### config.mk
export PLATFORM = sky130hd
export DESIGN_NAME = flash_self_program_control
export DESIGN_NICKNAME = d
export VERILOG_FILES = /design/src/flash_self_program_pkg.sv /design/src/page_buffer_ram.sv /design/src/flash_self_program_control.sv
export SDC_FILE = /design/constraint.sdc
export NUM_CORES = 1
export LEC_CHECK = 0
export BUFFER_PORTS_ARGS = -buffer_cell sky130_fd_sc_hd__buf_2
export CAP_MARGIN = 20
export CORE_UTILIZATION = 45
export DETAILED_ROUTE_END_ITERATION = 16
export PLACE_DENSITY = 0.67
export REMOVE_ABC_BUFFERS = 1
export SLEW_MARGIN = 25
export SYNTH_ARGS = -nofsm -noshare
export SYNTH_HDL_FRONTEND = slang
export SYNTH_SLANG_ARGS = --single-unit
### constraint.sdc
create_clock -name hclk -period 7.2 [get_ports hclk]
set_clock_uncertainty 0.2 [all_clocks]
set_input_delay 1.08 -clock hclk [delete_from_list [all_inputs] [get_ports hclk]]
set_output_delay 1.08 -clock hclk [all_outputs]
set_load 0.01 [all_outputs]
### src/flash_self_program_pkg.sv
package flash_self_program_pkg;

    // ****************
    // Register map
    // ****************
    localparam logic [7:0] CSR_OFF       = 8'h00;
    localparam logic [7:0] STAT_OFF      = 8'h04;
    localparam logic [5:0] CSR_RESET     = 6'h00;
    localparam int         SIG_POS       = 5;
    localparam int         CLR_POS       = 4;
    localparam int         FUSE_POS      = 3;
    localparam int         WRT_POS       = 2;
    localparam int         ERS_POS       = 1;
    localparam int         EN_POS        = 0;

    // ****************
    // Pointer layout
    // ****************
    localparam int         PAGE_WORDS    = 32;
    localparam int         WORD_BITS     = 5;
    localparam int         WORD_LSB      = 1;
    localparam int         PAGE_LSB      = 6;
    localparam int         PAGE_BITS     = 10;
    localparam logic [15:0] PTR_FLB      = 16'h0000;
    localparam logic [15:0] PTR_LOCK     = 16'h0001;
    localparam logic [15:0] PTR_FEB      = 16'h0002;
    localparam logic [15:0] PTR_FHB      = 16'h0003;
    localparam int         SIG_ENTRIES   = 4;

    // ****************
    // Timing
    // ****************
    localparam logic [2:0] LOAD_WIN      = 3'd3;
    localparam logic [2:0] STORE_WIN     = 3'd4;
    localparam int         CLK_PERIOD_NS = 10;
    localparam int         OP_MIN_NS     = 3700000;
    localparam int         OP_MAX_NS     = 4500000;
    localparam int         OP_CYCLES     = (OP_MIN_NS + CLK_PERIOD_NS - 1) / CLK_PERIOD_NS;
    localparam int         OP_CNT_BITS   = 19;

    typedef enum logic [1:0] {ST_IDLE, ST_ERASE, ST_WRITE} op_state_t;

    typedef struct packed {
        logic        load;
        logic        store;
        logic [15:0] pointer;
        logic [15:0] store_data_pair;
    } cpu_req_t;

    typedef struct packed {
        logic [7:0] fuse_low_byte_prog;
        logic [7:0] fuse_high_byte_prog;
        logic [7:0] fuse_extended_byte_prog;
        logic [1:0] lock_prog;
    } fuse_state_t;

endpackage

### src/page_buffer_ram.sv
`timescale 1ns/1ps
module page_buffer_ram (
    input  wire logic                                             clk,
    input  wire logic                                             rst_n,
    input  wire logic                                             clear,
    input  wire logic                                             wr_en,
    input  wire logic [flash_self_program_pkg::WORD_BITS-1:0]     wr_addr,
    input  wire logic [15:0]                                      wr_data,
    input  wire logic [flash_self_program_pkg::WORD_BITS-1:0]     rd_addr,
    output logic      [15:0]                                      rd_data
);
    import flash_self_program_pkg::*;

    logic [15:0]           mem [PAGE_WORDS];
    logic [PAGE_WORDS-1:0] valid_r;

    // Valid mask gives a one-cycle clear without touching the array
    always_ff @(posedge clk or negedge rst_n) begin
        if (!rst_n) begin
            valid_r <= '0;
        end else begin
            if (clear) begin
                valid_r <= '0;
            end
            if (wr_en) begin
                valid_r[wr_addr] <= 1'b1;
            end
        end
    end

    always_ff @(posedge clk) begin
        if (wr_en) begin
            mem[wr_addr] <= wr_data;
        end
    end

    // Unloaded words read as erased flash
    always_ff @(posedge clk or negedge rst_n) begin
        if (!rst_n) begin
            rd_data <= 16'hffff;
        end else begin
            rd_data <= valid_r[rd_addr] ? mem[rd_addr] : 16'hffff;
        end
    end
endmodule // page_buffer_ram

### src/flash_self_program_control.sv
// What this block does
// RL1: Fuse and lock bits read back inverted: programmed gives zero, unprogrammed one.
// RL2: Load with pointer 0x0001 inside three-cycle read window returns lock bits.
// RL3: Read select and enable clear on read, or after the window expires.
// RL4: After read bits clear, loads fetch ordinary flash contents again.
// RL5: Pointers 0x0000, 0x0003, 0x0002 return low, high, extended fuse bytes.
// RL6: Load within three cycles of signature arming returns indexed table entry.
// RL7: Signature select and enable clear three cycles after being set.
// RL8: Control register bits 7..6 always read zero.
// RL9: Writing buffer clear bit together with enable discards everything loaded into the page buffer.
// RL10: Fuse read select with enable makes next load return fuse or lock.
// RL11: Page write bit with enable: next store writes buffer to pointer page.
// RL12: Page write bit clears on completion or timeout; CPU halted meanwhile.
// RL13: Page erase bit with enable: next store erases the pointer page.
// RL14: Page erase bit clears on completion or timeout; CPU halted meanwhile.
// RL15: Enable bit arms the store for four cycles, special with a select.
// RL16: Plain enable: next store puts data pair into the addressed buffer word.
// RL17: Enable clears after store or timeout, but holds through erase and write.
// RL18: Erase and write last between 3.7 ms and 4.5 ms each.
// RL19: A flash operation in progress completes despite a system reset.
// RL20: EEPROM write in progress blocks flash programming and fuse reads.
// RL21: Stores do nothing unless the self-program enable fuse is programmed.
// RL22: Page buffer clears after page write, clear bit and system reset.
// RL23: Select bits written without enable trigger nothing.
// RL24: Windows count system clocks from the cycle the register write lands.
`timescale 1ns/1ps
module flash_self_program_control #(
    parameter int OP_LEN = flash_self_program_pkg::OP_CYCLES
) (
    input  wire logic                                                 hclk,
    input  wire logic                                                 hresetn,
    input  wire logic                                                 por_n,
    input  wire logic                                                 hsel,
    input  wire logic [31:0]                                          haddr,
    input  wire logic [1:0]                                           htrans,
    input  wire logic                                                 hwrite,
    input  wire logic [2:0]                                           hsize,
    input  wire logic [31:0]                                          hwdata,
    input  wire logic                                                 hready,
    output logic                                                      hreadyout,
    output logic                                                      hresp,
    output logic      [31:0]                                          hrdata,
    input  wire flash_self_program_pkg::cpu_req_t                     cpu_req,
    input  wire flash_self_program_pkg::fuse_state_t                  fuses,
    input  wire logic [flash_self_program_pkg::SIG_ENTRIES-1:0][7:0]  sig_table,
    input  wire logic                                                 eeprom_busy,
    output logic                                                      load_special,
    output logic      [7:0]                                           load_data,
    output logic                                                      cpu_halt,
    output logic                                                      flash_erase,
    output logic                                                      flash_write,
    output logic      [flash_self_program_pkg::PAGE_BITS-1:0]         flash_page,
    input  wire logic [flash_self_program_pkg::WORD_BITS-1:0]         flash_rd_addr,
    output logic      [15:0]                                          flash_rd_data
);
    import flash_self_program_pkg::*;

    localparam logic [OP_CNT_BITS-1:0] OP_LAST = OP_CNT_BITS'(OP_LEN - 1);

    // ****************
    // Bus slave
    // ****************
    logic        dwr_r;
    logic [7:0]  daddr_r;
    logic [5:0]  csr_r;
    logic [5:0]  csr_nxt;
    logic [2:0]  win_r;
    logic [2:0]  win_nxt;
    op_state_t   state_r;
    logic [OP_CNT_BITS-1:0] cnt_r;

    wire         aphase   = hsel & htrans[1] & hready;
    wire         busy     = (state_r != ST_IDLE);
    wire         self_ok  = fuses.fuse_extended_byte_prog[0];                        // [RL21]
    wire [7:0]   csr_rd   = {2'b00, csr_r[5:1], csr_r[EN_POS] | busy};               // [RL8]
    wire [7:0]   stat_rd  = {3'b000, win_r, self_ok, busy};
    wire [31:0]  rd_mux   = (haddr[7:0] == CSR_OFF)  ? {24'h000000, csr_rd}  :
                            (haddr[7:0] == STAT_OFF) ? {24'h000000, stat_rd} : 32'h00000000;
    wire         wr_csr   = dwr_r & (daddr_r == CSR_OFF) & ~eeprom_busy;             // [RL20]

    always_ff @(posedge hclk or negedge hresetn) begin
        if (!hresetn) begin
            dwr_r     <= 1'b0;
            daddr_r   <= 8'h00;
            hrdata    <= 32'h00000000;
            hreadyout <= 1'b0;
            hresp     <= 1'b0;
        end else begin
            dwr_r     <= aphase & hwrite;
            daddr_r   <= haddr[7:0];
            hrdata    <= (aphase & ~hwrite) ? rd_mux : 32'h00000000;
            hreadyout <= 1'b1;
            hresp     <= 1'b0;
        end
    end

    // ****************
    // Command decode
    // ****************
    wire         armed     = csr_r[EN_POS] & ~busy;
    wire         load_arm  = armed & (csr_r[FUSE_POS] | csr_r[SIG_POS]);
    wire         fuse_arm  = armed & csr_r[FUSE_POS] & ~eeprom_busy;                 // [RL20]
    wire         store_arm = armed & ~csr_r[FUSE_POS] & ~csr_r[SIG_POS];
    wire         store_go  = store_arm & cpu_req.store & self_ok & ~eeprom_busy;     // [RL21] [RL20]
    wire         erase_go  = store_go & csr_r[ERS_POS];                              // [RL13]
    wire         write_go  = store_go & ~csr_r[ERS_POS] & csr_r[WRT_POS];            // [RL11]
    wire         word_go   = store_go & ~csr_r[ERS_POS] & ~csr_r[WRT_POS];           // [RL16]
    wire         op_done   = busy & (cnt_r == '0);
    wire         arm_load  = hwdata[FUSE_POS] | hwdata[SIG_POS];
    wire         clr_cmd   = wr_csr & ~busy & hwdata[EN_POS] & hwdata[CLR_POS];      // [RL9]
    wire         buf_clr   = clr_cmd | (op_done & (state_r == ST_WRITE));            // [RL22]

    always_comb begin
        csr_nxt = csr_r;
        win_nxt = win_r;
        if (busy) begin
            if (op_done) begin
                csr_nxt = CSR_RESET;                                                 // [RL12] [RL14]
            end
        end else if (wr_csr) begin
            if (!hwdata[EN_POS] || hwdata[CLR_POS]) begin
                csr_nxt = CSR_RESET;                                                 // [RL23]
                win_nxt = 3'd0;
            end else begin
                csr_nxt = hwdata[5:0];                                               // [RL15] [RL24]
                win_nxt = arm_load ? LOAD_WIN : STORE_WIN;                           // [RL10] [RL6]
            end
        end else if (csr_r[EN_POS]) begin
            if (erase_go || write_go) begin
                win_nxt = 3'd0;                                                      // [RL17]
            end else if (word_go || (fuse_arm && cpu_req.load)) begin
                csr_nxt = CSR_RESET;                                                 // [RL3] [RL17]
                win_nxt = 3'd0;
            end else if (win_r <= 3'd1) begin
                csr_nxt = CSR_RESET;                                                 // [RL3] [RL7] [RL17]
                win_nxt = 3'd0;
            end else begin
                win_nxt = win_r - 3'd1;
            end
        end
    end

    always_ff @(posedge hclk or negedge hresetn) begin
        if (!hresetn) begin
            csr_r <= CSR_RESET;
            win_r <= 3'd0;
        end else begin
            csr_r <= csr_nxt;
            win_r <= win_nxt;
        end
    end

    // ****************
    // Configuration reads
    // ****************
    wire [7:0] fuse_sel =
        (cpu_req.pointer == PTR_FLB)  ? ~fuses.fuse_low_byte_prog      :             // [RL5] [RL1]
        (cpu_req.pointer == PTR_FHB)  ? ~fuses.fuse_high_byte_prog     :
        (cpu_req.pointer == PTR_FEB)  ? ~fuses.fuse_extended_byte_prog :
        (cpu_req.pointer == PTR_LOCK) ? {6'h3f, ~fuses.lock_prog}      : 8'hff;      // [RL2]
    wire [7:0] sig_sel  = sig_table[cpu_req.pointer[1:0]];                           // [RL6]
    wire       spec_hit = cpu_req.load & (fuse_arm | (load_arm & csr_r[SIG_POS]));

    always_ff @(posedge hclk or negedge hresetn) begin
        if (!hresetn) begin
            load_special <= 1'b0;
            load_data    <= 8'h00;
        end else begin
            load_special <= spec_hit;                                                // [RL4]
            load_data    <= !spec_hit ? 8'h00 : csr_r[FUSE_POS] ? fuse_sel : sig_sel;
        end
    end

    // ****************
    // Flash operation timer
    // ****************
    // Kept on power-on reset only so a system reset cannot cut an operation short
    always_ff @(posedge hclk or negedge por_n) begin
        if (!por_n) begin
            state_r     <= ST_IDLE;
            cnt_r       <= '0;
            cpu_halt    <= 1'b0;
            flash_erase <= 1'b0;
            flash_write <= 1'b0;
            flash_page  <= '0;
        end else begin
            flash_erase <= erase_go;
            flash_write <= write_go;
            unique case (state_r)
                ST_IDLE: begin
                    if (erase_go || write_go) begin
                        state_r    <= erase_go ? ST_ERASE : ST_WRITE;
                        cnt_r      <= OP_LAST;                                       // [RL18]
                        cpu_halt   <= 1'b1;                                          // [RL12] [RL14]
                        flash_page <= cpu_req.pointer[PAGE_LSB +: PAGE_BITS];
                    end
                end
                ST_ERASE, ST_WRITE: begin
                    if (op_done) begin
                        state_r  <= ST_IDLE;
                        cpu_halt <= 1'b0;
                    end else begin
                        cnt_r <= cnt_r - 1'b1;                                       // [RL19]
                    end
                end
            endcase
        end
    end

    // ****************
    // Page buffer
    // ****************
    page_buffer_ram u_buf (
        .clk     (hclk),
        .rst_n   (hresetn),
        .clear   (buf_clr),
        .wr_en   (word_go),
        .wr_addr (cpu_req.pointer[WORD_LSB +: WORD_BITS]),
        .wr_data (cpu_req.store_data_pair),
        .rd_addr (flash_rd_addr),
        .rd_data (flash_rd_data)
    );

    // Independent halt length, so the timer does not grade itself
    logic [OP_CNT_BITS-1:0] halt_len_r;

    always_ff @(posedge hclk or negedge por_n) begin
        if (!por_n) begin
            halt_len_r <= '0;
        end else begin
            halt_len_r <= cpu_halt ? halt_len_r + 1'b1 : '0;
        end
    end
endmodule // flash_self_program_control

Yosys cells after proc, flatten, opt, wreduce, memory -nomap -nowiden

Memories as Yosys holds them, arrays and structs flattened.
Cells that the tools add are included.

Flip-flop bits (word level): 116
Latch bits: 0
RAM bits: 512
Bits in read-only memories: 0
Word-level logic and storage cells: 145
Memories kept: 1

Add/sub/neg operators: 2
Multipliers: 0
Div/mod/pow operators: 0
Order comparisons: 5
Equality and inequality tests: 11
Shift-type cells: 0
Mux-type cells: 45
Bitwise gates (word level): 43
Reduce and logical (&&, ||, !) cells: 21

Memories:

| name      | depth | width | rd ports | clocked after memory_dff | write ports | RTL line              | RTL |
|---|---|---|---|---|---|---|---|
| u_buf.mem | 32    | 16    | 1        | 0                        | 1           | page_buffer_ram.sv:14 | `logic [15:0] mem [PAGE_WORDS];` |

Operators by type and width:

| operator              | count |
|---|---|
| $mux 32               | 2 |
| $mux 6                | 10 |
| $mux 8                | 6 |
| $mux 19               | 2 |
| $pmux 19 s2           | 1 |
| $eq 16x2->1 const B   | 2 |
| $or 32x32->32         | 1 |
| $and 1x1->1           | 26 |
| $not 8->8             | 3 |
| $mux 3                | 7 |
| $logic_not 19->1      | 1 |
| $sub 19x1->19 const B | 1 |
| $bmux 8 s2            | 1 |
| $eq 16x1->1 const B   | 1 |
| $logic_not 16->1      | 1 |
| $logic_not 8->1       | 2 |
| $mux 16               | 1 |
| $lt 5x6->1 const B    | 2 |
| $eq 8x3->1 const B    | 1 |
| $mux 2                | 4 |
| $reduce_and 2->1      | 4 |
| $not 1->1             | 7 |
| $mux 1                | 6 |
| $ne 2x2->1 const B    | 3 |
| other kinds (24)      | 32 |

Logic depth before layout (Yosys ltp)

Gate-level depths: netlist of the first run.

Depth after elaboration: 16
Depth in mapped cells: 9
Mapped depth without buffers: 8

Hierarchy

A second synthesis of the first run with hierarchy kept.

Cells, all modules: 1583
Area total of the unflattened synthesis: 25758.5 um^2

By module, submodules not included:

| module                     | times used | cells each | area each (um^2) |
|---|---|---|---|
| page_buffer_ram            | 1          | 1202       | 21909.8 |
| flash_self_program_control | 1          | 381        | 3848.7 |

Least setup slack after synthesis of the first run

Ideal clock, no wire load.

Path kind: input to register
Start point: input eeprom_busy
End point: memory u_buf.mem[24][0] (enable)
Setup time: 0.388 ns
Data arrival time: 2.835 ns
Data required time: 6.612 ns
Setup slack: 3.776 ns
Cell stages on the path: 6
Path buffers: 0
Cell sequence: or3_1 > nor2_1 > nand2_1 > nor2_1 > nand3_1 > nor2_1

Cells in the longest elaborated chain, start to end: 6

Ends and longest elaborated chain:

| item                         | RTL line                          | RTL |
|---|---|---|
| start, declared              | flash_self_program_control.sv:46  | `input wire logic eeprom_busy,` |
| $not 1->1                    | flash_self_program_control.sv:104 | `wire store_go = store_arm & cpu_req.store & self_ok & ~eeprom_busy;` |
| $and 1x1->1                  | flash_self_program_control.sv:104 |  |
| $and 1x1->1 (2 in series)    | flash_self_program_control.sv:107 | `wire word_go = store_go & ~csr_r[ERS_POS] & ~csr_r[WRT_POS];` |
| $mux 1                       | page_buffer_ram.sv:32             | `if (wr_en) begin` |
| $mux 1 (implied by the code) | page_buffer_ram.sv:33             | `mem[wr_addr] <= wr_data;` |
| end, declared                | page_buffer_ram.sv:14             |  |

No other way between the ends.

Worst setup path after layout of the first run

Start point: input flash_rd_addr[2] in the netlist's numbering
End point: register u_buf.rd_data[6]

Cells in the longest elaborated chain, start to end: 3
Elaborated cells between the ends (all ways): 4

Ends and longest elaborated chain:

| item                         | RTL line                         | RTL |
|---|---|---|
| start, declared              | flash_self_program_control.sv:53 | `input wire logic [flash_self_program_pkg::WORD_BITS-1:0] flash_rd_addr,` |
| $bmux 1 s5                   | page_buffer_ram.sv:42            | `rd_data <= valid_r[rd_addr] ? mem[rd_addr] : 16'hffff;` |
| $mux 1 (implied by the code) | page_buffer_ram.sv:42            |  |
| $mux 16 *                    | page_buffer_ram.sv:42            |  |
| end signal, assigned         | page_buffer_ram.sv:42            |  |
| end, declared                | page_buffer_ram.sv:10            | `output logic [15:0] rd_data` |

Mark *: on every way between the ends. The rest lies on a longest branch, timed or not. The select of a mux whose other input is x is not followed.
A chain may end at the register's enable or synchronous reset.

==> results of run 1 <==
power by group through the flow:
stage,registers (mW),logic (mW),clock network [mW]
after floorplan,4.03,0.158,0
after global placement,4.03,0.374,0
after detailed placement,4.03,0.383,0
after CTS,3.95,0.384,3.14
after global routing,3.95,0.410,3.28
final,3.95,0.378,3.08
final cells by class:
cell class              count  share of cell area (%)
clock buffers              73                    5.48
flip-flops and latches    628                    63.1
inverters                  13                   0.168
multi-input cells         748                    22.6
clock inverters            40                    1.15
diodes                      1                 0.00864
well taps                 748                    3.23
repair buffers            211                    4.21
worst paths after layout:
path	to	slack, ps
worst max-delay path	u_buf.rd_data[6]$_DFF_PN1_	3650
worst min-delay path	u_buf.valid_r[21]$_DFF_PN0_	270
worst max register to register	cnt_r[16]$_DFFE_PN0P_	3970
worst min register to register	u_buf.valid_r[21]$_DFF_PN0_	270
max in group asynchronous	flash_page[4]$_DFFE_PN0P_	5900
min in group asynchronous	daddr_r[1]$_DFF_PN0_	300
layout by cell type (no fill, tap or decap), types with 7 or more instances in the layout:
| master | synthesis | final |
|---|---|---|
| xor2_1 | 12 | 12 |
| a22o_1 | 22 | 22 |
| edfxtp_1 | 512 | 512 |
| o211ai_1 | 16 | 16 |
| buf_2 | 25 | 160 |
| dfstp_2 | 16 | 16 |
| and3_1 | 9 | 9 |
| o21a_1 | 17 | 17 |
| clkbuf_1 | 47 | 9 |
| a21oi_1 | 19 | 19 |
| mux2i_1 | 132 | 132 |
| clkbuf_16 | 0 | 61 |
| dfrtp_1 | 100 | 100 |
| clkinv_1 | 0 | 10 |
| nand4_1 | 7 | 7 |
| clkinv_2 | 0 | 17 |
| o22ai_1 | 9 | 9 |
| nand3_1 | 18 | 18 |
| conb_1 | 2 | 28 |
| a22oi_1 | 26 | 26 |
| buf_4 | 31 | 47 |
| a221oi_1 | 48 | 48 |
| nand2_1 | 40 | 40 |
| nor4_1 | 11 | 11 |
| o21ai_0 | 40 | 40 |
| a21o_1 | 17 | 17 |
| nor2b_1 | 9 | 9 |
| o311ai_0 | 16 | 16 |
| nor2_1 | 73 | 68 |
| mux4_2 | 74 | 74 |
| or2_2 | 18 | 18 |
| mux2_2 | 34 | 34 |
| inv_1 | 13 | 13 |
per-layer routing:
| layer | up-vias | global-route usage, % | share of wire, % |
|---|---|---|---|
| met5 | - | 0 | 0 |
| met4 | 0 | 5.03 | 2.0 |
| met3 | 78 | 3.70 | 6.0 |
| met2 | 467 | 32.0 | 48 |
| met1 | 7161 | 27.8 | 44 |
| li1 | 6207 | - | - |
state kept, by name, summed over array words and instances, names as in the netlist, 3 cells and up:
register       cells
hrdata             6
flash_page        10
cnt_r             19
u_buf.valid_r     32
u_buf.rd_data     16
load_data          8
daddr_r            8
csr_r              6
win_r              3
u_buf.mem        512
critical path, delay by kind of cell:
kind / cells / cell delay (ps)
AOI/OAI and AO/OA: 5 / 1330
buffers and inverters: 2 / 780
and+or+nand+nor: 1 / 580
metrics by stage:
stage | util [%] | hold WS, ps | power [mW] | cell area, um^2 | setup WS [ps]
6_report | 52.4 | 275 | 7.41 | 29000 | 3650
2_1_floorplan | - | 249 | 4.19 | 24900 | 3780
4_1_cts | 52.4 | 279 | 7.48 | 29000 | 3650
5_1_grt | 52.4 | 283 | 7.64 | 29000 | 3480
3_3_place_gp | 48.9 | 260 | 4.40 | 27000 | 3020
3_5_place_dp | 48.9 | 265 | 4.41 | 27000 | 3010
kinds of logic after synthesis:
group / after synthesis
adders and majority gates: 6
xor gates and xnor gates: 13
AOI/OAI and AO/OA: 245
muxes: 240
buffers and inverters: 121
DFF: 628
other: 2
and+or+nand+nor: 216
synthesized netlist by cell type, drive strengths merged (20+ instances only):
cell type,count
a21oi,20
a221oi,48
a22o,22
a22oi,26
buf,61
clkbuf,47
dfrtp,100
edfxtp,512
mux2,34
mux2i,132
mux4,74
nand2,40
nor2,73
o21ai,42
==> run metrics, run 1 <==
Non-Filler Instances=2462; CTS clock-pin slew for the worst setup and hold paths=60 ps; RSZ-0062 raised after global routing=no; P_int=5.84 mW; mux cell area share after synthesis=13.3%; switching portion of total power=21.2%; CTS Buf Count=60; Pwr Density=256 nW/um^2; leading area contributor after synthesis=edfxtp_1; root buf cell=clkbuf_16; IO buf count=163; f_max=282 MHz; antenna violations before repair=0; Vias/cell=5.65; die width=239 um; final setup vio count=0; Synth top area share=60.7%; cells along the critical path=buf_2 -> buf_4 -> nand2b_1 -> o21ai_0 -> a21oi_1 -> o21a_1 -> a221oi_1 -> o211ai_1; synth unique cells=56; CTS Hold Buffers Added=0; combinational family with the most area after synthesis=multiplexers; Crit Path Category=primary input to flop; critical path's slowest cell=nand2b_1; top fanout value on the critical path=34; Sw Pwr=1.57 mW; CP Data Required Time=7460 ps; worst hold path depth=1; CP Launch Type=primary input; CP Capture Type=flop; MaxCap Viol Count=0; slew margin rel.=42.2%; WP data arrival=3810 ps; remaining global-route overflow=0; final slew viol count=0; area occupied by multi-input gates=6550 um^2; post-cts sizing count=0; die height=239 um; first-pass GRT wire length=84400 um; Filler cells=4489; Leak=10.5 nW; top cells by area, synth=edfxtp_1, dfrtp_1, mux4_2; FF+latch count, synth=628; Synth Area in XOR/XNOR=0.449%; clk sinks=628; Synth Flop Type=edfxtp_1; Initial Utilization=45.8%; vias in the first global route=14100; R2R cell count=6; Comb pwr share=5.1%; FF/Latch Area=18300 um^2; fin crit share=49.3%; DRT Pass-1 Iters=5; status=complete, no violations; core footprint=55300 um^2; Post-Place Cells=2348; Worst Setup SP=flash_rd_addr[2]; routed via count=13900; reg2reg start=csr_r[3]$_DFFE_PN0P_; Avg WL per Cell=22.7 um; Syn Inst Count=1471; Global Route Usage Sum=19.8%; Post-CTS Setup Bufs=0; adder-cell area share of the yosys netlist=0.296%; Compound-Gate Fraction of Synth Area=7.09%; clock tree from TritonCTS=done; DPL Wire Length=33900 um; GPL Wtd Cong=0.822; Slew @ Worst Pin=867 ps; setup_tns=0 ps; P&R area growth vs syn=14.4%; Final Hold Viols=0; I/O pin cnt=245; CTS H-Tree Depth=2; Residual DRC=0; Mean Syn Cell Area=17.2 um^2; Post-synth EDFFs=512; Post-Synth Simple-Gate Area=4.22%; ratio of cells with drive above 1 in the final layout=26.7%; worst-skew pair later-pin latency=620 ps; largest net degree at the start of global routing=83; Hold WC Path Type=flop to flop; sequential cell area fraction in the yosys report=72.2%; maximum VDD drop=0.189 mV; ys async rst share=18.5%; fin nets=1841; Final ANT Viol Nets=0; power share of the clock group=41.5%; die footprint=57200 um^2; Routed WL=55900 um; Rows=86; hold_sp=u_buf.valid_r[21]$_DFF_PN0_; first-iteration detailed-routing DRC count=1020; synthesized cell area=25300 um^2; part of the power in registers=53.4%; Clock Path Buffers=3; Worst path max stage delay=580 ps; Final min period=3550 ps; synth warn=0
Note: power is estimated with default switching activity, not from simulation.
==> inputs of run 2 (changes only) <==
--- a/config.mk
+++ b/config.mk
@@ -5,6 +5,7 @@
 export SDC_FILE = /design/constraint.sdc
 export NUM_CORES = 1
 export LEC_CHECK = 0
+export ABC_AREA = 1
 export BUFFER_PORTS_ARGS = -buffer_cell sky130_fd_sc_hd__buf_2
 export CAP_MARGIN = 20
 export CORE_UTILIZATION = 45
==> constraint.sdc (replaced) <==
create_clock -name hclk -period 3.31 [get_ports hclk]
set_clock_uncertainty 0.2 [all_clocks]
set_input_delay 0.4965 -clock hclk [delete_from_list [all_inputs] [get_ports hclk]]
set_output_delay 0.4965 -clock hclk [all_outputs]
set_load 0.01 [all_outputs]
==> run metrics, run 2 <==
Initial Utilization=45.4%; CP Capture Type=flop; Post-Synth Simple-Gate Area=18.7%; remaining global-route overflow=0; RSZ-0062 raised after global routing=no; Largest regs=u_buf.mem x512, u_buf.valid_r x32, cnt_r x19; synth unique cells=43; f_max=357 MHz; Crit Path Category=flop to flop; core footprint=58900 um^2; mux cell area share after synthesis=0.421%; Avg WL per Cell=19.6 um; die width=246 um; Final Hold Viols=0; Global Route Usage Sum=22.6%; antenna violations before repair=2; maximum VDD drop=0.425 mV; Non-Filler Instances=3477; Rows=89; final slew viol count=0; synthesized cell area=26800 um^2; first-iteration detailed-routing DRC count=1928; Hold WC Path Type=primary input to flop; CTS Buf Count=61; Pwr Density=533 nW/um^2; largest net degree at the start of global routing=134; FF+latch count, synth=628; Final Util=52.1%; sequential cell area fraction in the yosys report=68.4%; clock tree from TritonCTS=done; GPL Wtd Cong=0.854; MaxCap Viol Count=0; P&R area growth vs syn=14.7%; Residual DRC=0; Slew @ Worst Pin=833 ps; ys async rst share=18.5%; Vias/cell=5.42; Routed WL=68100 um; Final ANT Viol Nets=0; setup_tns=0 ps; Mean Syn Cell Area=10.9 um^2; Synth Flop Type=edfxtp_1; die footprint=60500 um^2; combinational family with the most area after synthesis=simple AND/OR/NAND/NOR gates; I/O pin cnt=245; top fanout value on the critical path=16; routed via count=18900; clk sinks=628; CTS H-Tree Depth=2; Post-CTS Setup Bufs=0; die height=246 um; top cells by count, synth=nor2_1, edfxtp_1, nand3_1; vias in the first global route=18400; commonest non-fill, non-tap cells in the layout=nor2_1, edfxtp_1, nand3_1, nand2_1, o21ai_0; fin crit share=84.6%; worst-skew pair later-pin latency=650 ps; CTS clock-pin slew for the worst setup and hold paths=60 ps; first-pass GRT wire length=104000 um; status=complete, no violations; Leak=11.4 nW; fin nets=2829; Compound-Gate Fraction of Synth Area=7.37%; Syn Inst Count=2459; DRT Pass-1 Iters=5; top cells by area, synth=edfxtp_1, dfrtp_1, nor2_1; ratio of cells with drive above 1 in the final layout=13.7%; Post-synth EDFFs=512; leading cell type in the layout, fill and taps excluded=nor2_1; Clock Path Buffers=3; synth warn=0; leading area contributor after synthesis=edfxtp_1; Post-Place Cells=3327; adder-cell area share of the yosys netlist=0.280%; max FFs per register=512; WP data arrival=2950 ps; IO buf count=163; root buf cell=clkbuf_16; Final min period=2800 ps; CP Data Required Time=3460 ps; most flop-heavy register=u_buf.mem; Synth Area in XOR/XNOR=0.0982%; final setup vio count=0; slew margin rel.=44.0%; Synth top area share=57.4%; CP Launch Type=flop; DPL Wire Length=40000 um; count leader, synth=nor2_1
==> run 2: cell types whose count changed in the layout (fill, tap and decap cells not counted), sizes merged, moves of 26 or more <==
cell / before / now
dlygate4sd3: 0 / 33
inv: 17 / 76
nand3: 18 / 303
nor2: 73 / 582
nand2: 40 / 255
mux4: 74 / 0
a22oi: 26 / 0
o21ai: 42 / 314
mux2i: 132 / 0
a221oi: 48 / 0
==> run 2: area by class of cell <==
class,count,area (um^2)
Sequential cell,628,18300
Antenna cell,1,2.50
Clock inverter,25,221
Inverter,79,304
Clock buffer,91,1740
Tap cell,773,967
Multi-Input combinational cell,1614,7290
Timing Repair Buffer,266,1880
Fill cell,5046,28200
==> run 2: repair_timing <==
action                                 4_1_cts  5_1_grt
gates resized for setup                      0        0
endpoints found under the hold margin      129        0
hold buffers                                33        0
==> run 2: logic make-up (layout without fill, tap and decap cells) <==
kind of cell               after synthesis  in the layout
muxes                                   10             10
xor gates and xnor gates                 3              3
adders and majority gates                6              6
buffers and inverters                  243            461
DFF                                    628            628
and+or+nand+nor                       1190           1190
other                                    2             29
AOI/OAI and AO/OA                      377            377
==> run 2: routing by layer <==
| layer | GRT usage (%) | vias to the layer above | share of wire [%] |
|---|---|---|---|
| met5 | 0 | - | 0.035 |
| met4 | 8.18 | 4 | 2.9 |
| met3 | 4.16 | 116 | 7.9 |
| met2 | 37.0 | 742 | 48 |
| met1 | 30.0 | 9116 | 41 |
| li1 | - | 8884 | - |
==> run 2: final timing paths <==
check | slack (ps) | cells after the start | to | from
setup / recovery | 510 | 11 | u_buf.mem[16][8]$_DFFE_PP_ | state_r[0]$_DFFE_PN0P_
hold / removal | 8 | 4 | load_data[2]$_DFF_PN0_ | fuses[12]
setup reg to reg | 510 | 11 | u_buf.mem[16][8]$_DFFE_PP_ | state_r[0]$_DFFE_PN0P_
hold reg to reg | 290 | 2 | csr_r[4]$_DFFE_PN0P_ | csr_r[4]$_DFFE_PN0P_
max in group asynchronous | 1920 | 3 | u_buf.rd_data[9]$_DFF_PN1_ | hresetn
min in group asynchronous | 260 | 2 | load_data[7]$_DFF_PN0_ | hresetn
==> run 2: critical path, cell delays in order (launching register included) <==
cell and delay, ps:
dfrtp_1 390, inv_1 80, ha_1 200, nand2_2 90, inv_2 70, nand2_2 70, nor2_4 110, nand3_1 180
nor2_1 300, nand2_1 330, nor2_1 280, buf_12 200
==> run 2: metrics by stage <==
stage	hold slack, ps	instance area, um^2	power, mW	worst slack [ps]
after floorplan	0.909	25900	9.16	537
after global placement	249	28400	9.73	558
after detailed placement	271	28400	9.76	511
after CTS	0.181	30700	16.5	528
after global routing	27.1	30700	16.9	342
final	8.05	30700	16.4	511
==> run 2: where the power goes <==
group          internal, mW  total (mW)  switching [mW]
sequential             8.58        8.59         0.00683
clock                  3.80        6.75            2.95
combinational         0.303        1.04           0.735
